[src/core/occ_regs.vh]
// Purpose: Register map, field positions and reset values of the compare channel
// Assumes: 32-bit APB data, one aligned word per register
// Notes: Definitions only
`ifndef OCC_REGS_VH
`define OCC_REGS_VH

// Byte offsets
`define OCC_CTRL_OFS 8'h00
`define OCC_CMPV_OFS 8'h04
`define OCC_SEC_OFS 8'h08
`define OCC_TB_OFS 8'h0C
`define OCC_IST_OFS 8'h10
`define OCC_IMSK_OFS 8'h14

// Control register fields
`define OCC_IDLE_STOP_BIT 13
`define OCC_FAULT_BIT 4
`define OCC_TBSEL_BIT 3
`define OCC_MODE_HI 2
`define OCC_MODE_LO 0
`define OCC_CTRL_WMASK 16'h200F
`define OCC_CTRL_RST 16'h0000

// Compare mode encodings
`define OCC_M_OFF 3'h0
`define OCC_M_SET_HI 3'h1
`define OCC_M_SET_LO 3'h2
`define OCC_M_TOGGLE 3'h3
`define OCC_M_ONE 3'h4
`define OCC_M_CONT 3'h5
`define OCC_M_PWM 3'h6
`define OCC_M_PWMF 3'h7

// Interrupt status bits
`define OCC_IRQ_CMP 0
`define OCC_IRQ_SEC 1
`define OCC_IRQ_FLT 2
`define OCC_IRQ_W 3

`endif

[src/core/occ_channel.v]
// Purpose: One output compare channel with APB registers and interrupt
// Assumes: Time base counts come from logic on clk_i; fault pin is asynchronous
// Notes: Notes on behaviour follow
//
// Design decisions made here: the register addresses and the APB register port.
`timescale 1ns/1ps
`include "occ_regs.vh"
module occ_channel #(
  parameter W = 16
) (
  input wire clk_i,
  input wire reset_n_i,
  input wire ce_i,
  input wire psel_i,
  input wire penable_i,
  input wire pwrite_i,
  input wire [7:0] paddr_i,
  input wire [31:0] pwdata_i,
  output reg [31:0] prdata_o,
  output reg pready_o,
  output reg pslverr_o,
  input wire cpu_idle_i,
  input wire [W-1:0] timebase_two_i,
  input wire [W-1:0] timebase_three_i,
  input wire tb_two_period_i,
  input wire tb_three_period_i,
  input wire fault_n_i,
  output reg compare_output_pin_o,
  output reg irq_o
);

  ////////////////////////////////////////////////////////////////////////////
  // Declarations
  // Control fields are kept as separate flops, not as a packed word
  reg idle_stop_reg; // Halt in idle when set
  reg tb_sel_reg; // Time base select
  reg [2:0] mode_reg; // Compare mode
  reg pwm_fault_status_reg; // Fault latched by hardware
  reg [W-1:0] cmp_reg; // Primary compare value / PWM duty
  reg [W-1:0] sec_reg; // Secondary compare value for pulse end
  reg [`OCC_IRQ_W-1:0] ist_reg; // Sticky interrupt status
  reg [`OCC_IRQ_W-1:0] imsk_reg; // Interrupt mask, 1 enables
  reg [W-1:0] duty_reg; // Duty latched at period boundary
  reg [2:0] state_reg; // Pulse state, one-hot
  reg [2:0] state_next;
  reg out_next;
  reg [`OCC_IRQ_W-1:0] ev; // Events this cycle
  reg [31:0] rd_mux;
  reg addr_ok;
  wire fault_n_s; // Synchronised fault pin
  wire [W-1:0] count; // Selected time base count
  wire hit; // Primary match
  wire sec_hit; // Secondary match
  wire period; // Period boundary of selected time base
  wire run; // Channel clocked this cycle
  wire acc; // APB access phase
  wire wr;
  wire mode_wr; // Control register written this cycle
  wire is_pwm;
  wire fault_now;
  wire answer_due; // Setup seen and no answer given yet

  // Pulse state codes, one-hot
  // An illegal code falls back to waiting
  localparam [2:0] S_WAIT = 3'b001; // Waiting for rising match
  localparam [2:0] S_HIGH = 3'b010; // Pulse high, waiting for end match
  localparam [2:0] S_DONE = 3'b100; // Single pulse finished

  ////////////////////////////////////////////////////////////////////////////
  // Helpers

  // Byte-addressed register select
  // Used by every write decode, so one place holds the compare
  function hit_ofs;
    input [7:0] a;
    input [7:0] o;
    begin
      hit_ofs = (a == o);
    end
  endfunction

  // Pad a W-bit value into a bus word
  // Upper bits read zero whatever W is, up to the bus width
  function [31:0] widen;
    input [W-1:0] v;
    begin
      widen = 32'h00000000;
      widen[W-1:0] = v;
    end
  endfunction

  ////////////////////////////////////////////////////////////////////////////
  // Sub blocks
  // The fault pin is asynchronous to clk_i, so it passes two flops first;
  // the time base counts come from logic on clk_i and need no such stage
  occ_sync u_fault_sync (
    .clk_i(clk_i),
    .reset_n_i(reset_n_i),
    .ce_i(ce_i),
    .d_i(fault_n_i),
    .q_o(fault_n_s)
  );

  // Selector and primary match are shared with the read-back of the count,
  // so software always sees the time base that the compare is using
  occ_match #(.W(W)) u_match (
    .tb_sel_i(tb_sel_reg),
    .tb_two_i(timebase_two_i),
    .tb_three_i(timebase_three_i),
    .value_i(cmp_reg),
    .count_o(count),
    .hit_o(hit)
  );

  // Secondary match ends a pulse in modes 100 and 101
  assign sec_hit = (count == sec_reg);
  // Period boundary follows the same time base as the compare
  assign period = tb_sel_reg ? tb_three_period_i : tb_two_period_i;
  // cpu_idle_i is from clk_i logic, so it is read without a synchroniser
  // Idle halt freezes the compare logic but not the bus
  assign run = ce_i & ~(idle_stop_reg & cpu_idle_i);
  assign acc = psel_i & penable_i;
  // A write lands only at the edge where ready is also high, so a stretched
  // access phase cannot write twice
  assign wr = acc & pwrite_i & pready_o;
  // Answer due one cycle after setup; also recovers a setup missed while frozen
  assign answer_due = psel_i & ~pready_o;
  assign mode_wr = wr & hit_ofs(paddr_i, `OCC_CTRL_OFS);
  assign is_pwm = mode_reg[2] & mode_reg[1];
  // Fault counts only in mode 111; mode 110 ignores the pin
  assign fault_now = (mode_reg == `OCC_M_PWMF) & ~fault_n_s;

  ////////////////////////////////////////////////////////////////////////////
  // Output and pulse state, next values
  // Every mode computes the next pin level and the events of this cycle;
  // the clocked process decides whether they are applied (run, mode write).
  // Events are raised here even when halted; the status register masks
  // them with run so a frozen channel reports nothing.
  always @* begin
    state_next = state_reg;
    out_next = compare_output_pin_o;
    ev = {`OCC_IRQ_W{1'b0}};
    case (mode_reg)
      `OCC_M_OFF: begin
        // No compare activity, pin held low
        out_next = 1'b0;
        state_next = S_WAIT;
      end
      `OCC_M_SET_HI: begin
        if (hit) begin
          out_next = 1'b1;
          ev[`OCC_IRQ_CMP] = 1'b1;
        end
      end
      `OCC_M_SET_LO: begin
        if (hit) begin
          out_next = 1'b0;
          ev[`OCC_IRQ_CMP] = 1'b1;
        end
      end
      `OCC_M_TOGGLE: begin
        if (hit) begin
          out_next = ~compare_output_pin_o;
          ev[`OCC_IRQ_CMP] = 1'b1;
        end
      end
      `OCC_M_ONE, `OCC_M_CONT: begin
        case (state_reg)
          S_WAIT: begin
            if (hit) begin
              out_next = 1'b1;
              state_next = S_HIGH;
            end
          end
          S_HIGH: begin
            if (sec_hit) begin
              out_next = 1'b0;
              ev[`OCC_IRQ_SEC] = 1'b1;
              // One pulse stops; continuous rearms
              state_next = mode_reg[0] ? S_WAIT : S_DONE;
            end
          end
          S_DONE: begin
            // Stays low until the control register is written again
            out_next = 1'b0;
          end
          default: begin
            state_next = S_WAIT;
          end
        endcase
      end
      `OCC_M_PWM, `OCC_M_PWMF: begin
        if (fault_now | pwm_fault_status_reg) begin
          // Fault parks the pin low until the fault clears
          out_next = 1'b0;
        end else if (period) begin
          out_next = (cmp_reg != {W{1'b0}});
          ev[`OCC_IRQ_CMP] = 1'b1;
        end else if (count == duty_reg) begin
          out_next = 1'b0;
        end
      end
      default: begin
        out_next = 1'b0;
      end
    endcase
    if (fault_now & ~pwm_fault_status_reg) begin
      ev[`OCC_IRQ_FLT] = 1'b1;
    end
  end

  ////////////////////////////////////////////////////////////////////////////
  // Channel datapath and pin
  // A control write wins over the running logic in the same cycle, so the
  // initial pin level of the new mode is never overwritten by a stale event.
  // Limitation: a write while ce_i is low is lost, like every other state.
  always @(posedge clk_i or negedge reset_n_i) begin
    if (!reset_n_i) begin
      compare_output_pin_o <= 1'b0;
      state_reg <= S_WAIT;
      pwm_fault_status_reg <= 1'b0;
      duty_reg <= {W{1'b0}};
    end else if (mode_wr & ce_i) begin
      // New mode sets the initial pin level
      // Fault status is cleared with the new mode, still a hardware clear
      state_reg <= S_WAIT;
      pwm_fault_status_reg <= 1'b0;
      duty_reg <= cmp_reg;
      // Mode 010 starts high, the others start low
      compare_output_pin_o <= (pwdata_i[`OCC_MODE_HI:`OCC_MODE_LO] == `OCC_M_SET_LO);
    end else if (run) begin
      compare_output_pin_o <= out_next;
      state_reg <= state_next;
      if (is_pwm & period) begin
        duty_reg <= cmp_reg;
      end
      // Set by fault; cleared by hardware once the pin returns and a period starts
      // A fault in the same cycle as a period start keeps the flag set
      if (fault_now) begin
        pwm_fault_status_reg <= 1'b1;
      end else if (period | (mode_reg != `OCC_M_PWMF)) begin
        pwm_fault_status_reg <= 1'b0;
      end
    end
  end

  ////////////////////////////////////////////////////////////////////////////
  // Software registers
  // Registers keep moving while the channel is halted in idle, so software
  // can reprogram a stopped channel; only ce_i freezes them.
  always @(posedge clk_i or negedge reset_n_i) begin
    if (!reset_n_i) begin
      idle_stop_reg <= 1'b0;
      tb_sel_reg <= 1'b0;
      mode_reg <= `OCC_M_OFF;
      cmp_reg <= {W{1'b0}};
      sec_reg <= {W{1'b0}};
      imsk_reg <= {`OCC_IRQ_W{1'b0}};
      ist_reg <= {`OCC_IRQ_W{1'b0}};
    end else if (ce_i) begin
      if (mode_wr) begin
        idle_stop_reg <= pwdata_i[`OCC_IDLE_STOP_BIT];
        tb_sel_reg <= pwdata_i[`OCC_TBSEL_BIT];
        mode_reg <= pwdata_i[`OCC_MODE_HI:`OCC_MODE_LO];
      end
      if (wr & hit_ofs(paddr_i, `OCC_CMPV_OFS)) begin
        cmp_reg <= pwdata_i[W-1:0];
      end
      if (wr & hit_ofs(paddr_i, `OCC_SEC_OFS)) begin
        sec_reg <= pwdata_i[W-1:0];
      end
      if (wr & hit_ofs(paddr_i, `OCC_IMSK_OFS)) begin
        imsk_reg <= pwdata_i[`OCC_IRQ_W-1:0];
      end
      // Events count only on cycles where the channel runs
      // Write one to clear; a new event in the same cycle wins
      if (wr & hit_ofs(paddr_i, `OCC_IST_OFS)) begin
        ist_reg <= (ist_reg & ~pwdata_i[`OCC_IRQ_W-1:0]) | (ev & {`OCC_IRQ_W{run}});
      end else begin
        ist_reg <= ist_reg | (ev & {`OCC_IRQ_W{run}});
      end
    end
  end

  ////////////////////////////////////////////////////////////////////////////
  // Read mux; unused bits read zero
  // The address is decoded in the setup cycle and the word is registered,
  // trading one cycle of latency for a clean, flop-driven read bus.
  always @* begin
    rd_mux = 32'h00000000;
    addr_ok = 1'b1;
    case (paddr_i)
      `OCC_CTRL_OFS: begin
        rd_mux[`OCC_IDLE_STOP_BIT] = idle_stop_reg;
        rd_mux[`OCC_FAULT_BIT] = pwm_fault_status_reg;
        rd_mux[`OCC_TBSEL_BIT] = tb_sel_reg;
        rd_mux[`OCC_MODE_HI:`OCC_MODE_LO] = mode_reg;
      end
      `OCC_CMPV_OFS: rd_mux = widen(cmp_reg);
      `OCC_SEC_OFS: rd_mux = widen(sec_reg);
      `OCC_TB_OFS: rd_mux = widen(count);
      `OCC_IST_OFS: rd_mux[`OCC_IRQ_W-1:0] = ist_reg;
      `OCC_IMSK_OFS: rd_mux[`OCC_IRQ_W-1:0] = imsk_reg;
      default: begin
        addr_ok = 1'b0;
      end
    endcase
  end

  ////////////////////////////////////////////////////////////////////////////
  // APB answer: ready registered, high in the first access cycle
  // Ready, error and read data stand for exactly one cycle; the read bus
  // is zero otherwise so a late sample shows nothing stale.
  // The interrupt is registered too and lags the status by one cycle.
  always @(posedge clk_i or negedge reset_n_i) begin
    if (!reset_n_i) begin
      pready_o <= 1'b0;
      pslverr_o <= 1'b0;
      prdata_o <= 32'h00000000;
      irq_o <= 1'b0;
    end else if (ce_i) begin
      // Answer one cycle after setup
      pready_o <= answer_due;
      // Unmapped offsets are refused with an error
      pslverr_o <= answer_due & ~addr_ok;
      // Read data only for a read; writes return zero
      prdata_o <= (answer_due & ~pwrite_i) ? rd_mux : 32'h00000000;
      // Level interrupt while any unmasked status bit is set
      irq_o <= |(ist_reg & imsk_reg);
    end
  end

endmodule // occ_channel

[src/core/occ_sync.v]
// Purpose: Two-flop synchroniser for a pin level
// Assumes: Single clock domain on the receiving side
// Notes: The first stage feeds only the second
`timescale 1ns/1ps
module occ_sync (
  input wire clk_i,
  input wire reset_n_i,
  input wire ce_i,
  input wire d_i,
  output wire q_o
);
  reg meta_reg; // First stage, read only by the second
  reg sync_reg; // Second stage, safe to use

  // Shift the pin in through two flops
  always @(posedge clk_i or negedge reset_n_i) begin
    if (!reset_n_i) begin
      // Rest at the idle level of an active-low pin, so no false event follows reset
      meta_reg <= 1'b1;
      sync_reg <= 1'b1;
    end else if (ce_i) begin
      meta_reg <= d_i;
      sync_reg <= meta_reg;
    end
  end

  assign q_o = sync_reg;
endmodule // occ_sync

[src/core/occ_match.v]
// Purpose: Time base selector and equality compare
// Assumes: Both time base counts share this clock
// Notes: Purely combinational
`timescale 1ns/1ps
module occ_match #(
  parameter W = 16
) (
  input wire tb_sel_i,
  input wire [W-1:0] tb_two_i,
  input wire [W-1:0] tb_three_i,
  input wire [W-1:0] value_i,
  output wire [W-1:0] count_o,
  output wire hit_o
);
  // Timer three when select is set, else timer two
  assign count_o = tb_sel_i ? tb_three_i : tb_two_i;
  // Equal counts make a compare event
  assign hit_o = (count_o == value_i);
endmodule // occ_match

[config.mk]
export PLATFORM = sky130hd
export DESIGN_NAME = occ_channel
export DESIGN_NICKNAME = d
export VERILOG_FILES = /design/src/core/occ_channel.v /design/src/core/occ_sync.v /design/src/core/occ_match.v
export VERILOG_INCLUDE_DIRS = /design/src /design/src/core
export SDC_FILE = /design/constraint.sdc
export NUM_CORES = 1
export LEC_CHECK = 0
export BUFFER_PORTS_ARGS = -buffer_cell sky130_fd_sc_hd__buf_2
export CAP_MARGIN = 20
export CELL_PAD_IN_SITES_DETAIL_PLACEMENT = 0
export CELL_PAD_IN_SITES_GLOBAL_PLACEMENT = 2
export CORE_ASPECT_RATIO = 0.6
export CORE_MARGIN = 3
export CORE_UTILIZATION = 34
export CTS_CLUSTER_DIAMETER = 120
export DETAILED_ROUTE_END_ITERATION = 16
export GPL_TIMING_DRIVEN = 0
export PLACE_DENSITY_LB_ADDON = 0.12
export SYNTH_ARGS = -nofsm -noshare
export SYNTH_HDL_FRONTEND = slang
export SYNTH_SLANG_ARGS = --single-unit
[constraint.sdc]
create_clock -name clk_i -period 2.6 [get_ports clk_i]
set_input_delay 0.52 -clock clk_i [delete_from_list [all_inputs] [get_ports clk_i]]
set_output_delay 0.52 -clock clk_i [all_outputs]
set_load 0.02 [all_outputs]
==> results.tsv <==
metric	value	unit
floorplan die height	98.9	um
hold violation count in the final report	0	
clock latency at the later pin of the worst-skew pair	0.33	ns
CP endpoint kind	flip-flop	
GRT Resource Usage Total	19.4	%
WP buf/inv	1	
Hold Slack	0.153	ns
Crit path largest cell delay	0.50	ns
Critical Path AT	2.78	ns
average wire per cell in the routed design	19.8	um
number of H-tree levels	3	
commonest non-fill, non-tap cell in the layout	buf_2	
drt pass-1 iters	5	
Post-Synthesis Mean Instance Area	10.5	sq um
count of flip-flops with a built-in enable after synthesis	0	
list of cells traversed by the critical path	buf_12, mux2i_2, xnor2_1, nor4_2, nand4_2, a21oi_4, o22ai_1, a221o_1	
reg-to-reg critical path startpoint	tb_sel_reg	
antenna violation net count after detailed routing	0	
Area Growth Syn to Fin	28.6	%
min cycle time layout	2.52	ns
diode insertion count for antenna repair	0	
initial standard-cell utilization of the core	35.3	%
total via count in the routed design	3989	
fin util	45.4	%
via count of the first global-routing pass	3850	
period utilization	97.0	%
Mapped Area	4890	sq um
number of failing setup endpoints in the final timing report	0	
clock-pin slew on the worst setup and hold paths	0.06	ns
most frequent cells in the layout	buf_2 (85), dfrtp_1 (81), mux2_2 (54), xnor2_1 (47), buf_4 (31)	
synth warn	0	
HPWL after detailed placement	11800	um
peak ir drop on the vdd network	0.331	mV
fraction of post-synthesis cell area in the top cell type by area	41.9	%
Hold WC Path Type	input port to asynchronous set/reset pin	
largest clock skew in the final design	0.00453	ns
status	complete, no violations	
clk sinks	85	
CTS root buf	clkbuf_16	
maximum clock insertion buffer count	2	
Worst Reg-to-Reg Cells	8	
final number of max-transition violations	0	
sequential fraction of the synthesis area	43.5	%
Data required, critical path	2.86	ns
TritonCTS clock tree	done	
number of maximum-capacitance constraint violations	0	
largest net degree at the start of global routing	50	
relative slew slack	53.5	%
Port-buffer cells	83	
Core Footprint	13900	sq um
Rows	33	
power per standard cell area	526	nW/um^2
die span in x	161	um
reg-to-reg slack, setup	0.08	ns
number of violations reported at the end of detailed-routing iteration 0	287	
RSZ-0062 raised after global routing	no	
worst r2r dst	state_reg[0]	
number of fillers in the final layout	1346	
# nets final	674	
placer's final routability congestion estimate	0.847	
number of distinct standard cells referenced by the synthesized netlist	51	
crit start category	flip-flop	
Highest Clock Rate	396	MHz
Worst Tran Pin Value	0.693	ns
Via-to-Cell Ratio	5.06	
number of I/O pins	118	
global-route wire length before repair	23300	um
worst-path cell with the longest stage delay	mux2i_2	
kind of cell adding the most delay to the critical path	compound AO/OA/AOI/OAI gates	
dominant cell type by area after synthesis	dfrtp_1	
die area	15900	sq um
Synth async-reset ratio	100	%
share of cells above drive strength 1	38.2	%
Leak	2.85	nW
number of antenna violations at the first check in global routing	0	
critical path peak fanout	6	
GR Overflow Total	0	
ys flop type	dfrtp_1	
number of buffers created by CTS	9	
Syn Inst Count	464	
DR DRC count	0	
Critical Setup Path Class	flip-flop to flip-flop	
synthesized flop and latch total	85	
routed wire length	15600	um
most area-consuming cells after synthesis	dfrtp_1 (42%), mux2_2 (12%), xnor2_1 (8.8%)	
## synth_stat cells (all sizes together) (2+ instances only)
master   n
dfrtp   82
mux2    54
xnor2   49
nand2   30
a21oi   28
nor2    28
inv     25
buf     24
nor4    20
a22oi   17
mux2i   17
o22ai   17
clkbuf  15
o21ai    9
nor3     6
nand3    5
a222oi   4
and2     4
nand4    4
and3     3
dfstp    3
or4      2
## worst max path at each step
stage	from	endpoint	slack (ns)	cells past startpoint
floorplan	paddr_i[2]	duty_reg[0]	0.23	9
global placement	paddr_i[2]	duty_reg[10]	-0.38	9
detailed placement	paddr_i[2]	duty_reg[10]	-0.39	9
CTS	tb_sel_reg	state_reg[0]	0.002	9
global route	tb_sel_reg	compare_output_pin_o	0.005	10
finish	tb_sel_reg	state_reg[0]	0.08	8
## power by group
group	total [mW]	internal, mW	leakage (nW)	switching, mW
Clock	1.47	0.939	0.163	0.535
Combinational	0.458	0.190	1.53	0.268
Sequential	1.38	1.36	1.16	0.0227
## worst register-to-register path: cells and delay by family (launching register included)
kind            cells  cell delay, ns
xor+xnor            1            0.16
buf+inv             1            0.16
mux                 1            0.50
flops               1            0.38
compound gates      3            0.66
simple gates        2            0.59
## through the flow
| stage | cell area [sq um] | std cells | worst slack [ns] | total power, mW | TNS (ns) |
|---|---|---|---|---|---|
| after floorplan | 4950 | 479 | 0.233 | 1.65 | 0 |
| final | 6290 | 789 | 0.0771 | 3.31 | 0 |
| after CTS | 6080 | 779 | 0.00211 | 3.32 | 0 |
| after global placement | 5610 | 754 | -0.385 | 1.82 | -9.22 |
| after global routing | 6290 | 789 | 0.00534 | 3.46 | 0 |
| after detailed placement | 5640 | 755 | -0.388 | 1.83 | -11.06 |
## logic make-up after synthesis
group                  count (synthesis)  synth area share (%)
AND/OR/NAND/NOR                      107                  11.0
AO/OA/AOI/OAI                         86                  11.6
multiplexers                          71                  18.2
XOR/XNOR                              50                  8.95
other                                  1                0.0766
buffers and inverters                 64                  6.72
flip-flops                            85                  43.5
## layout make-up
cell class / instances / area [sq um] / share of cell area (%)
Sequential cell: 85 / 2130 / 33.9
Buffer: 39 / 249 / 3.96
Clock inverter: 6 / 111 / 1.77
Tap cell: 192 / 240 / 3.82
Inverter: 25 / 93.8 / 1.49
Clock buffer: 10 / 229 / 3.64
Timing Repair Buffer: 102 / 623 / 9.90
Multi-Input combinational cell: 330 / 2620 / 41.6
## per-layer routing
metal  GRT usage, %  wire (um)
met2           25.3       5960
met3           4.07        845
met5              0          0
met1           32.5       8720
met4           2.91         63
## repair_timing
action	CTS	global route
setup endpoints to repair	19	35
buffers inserted	7	8
pin swaps	4	8
hold buffers	0	0
hold endpoints to repair	0	0
cloned	1	1
resized for setup	5	23
Note: power is estimated with default switching activity, not from simulation.
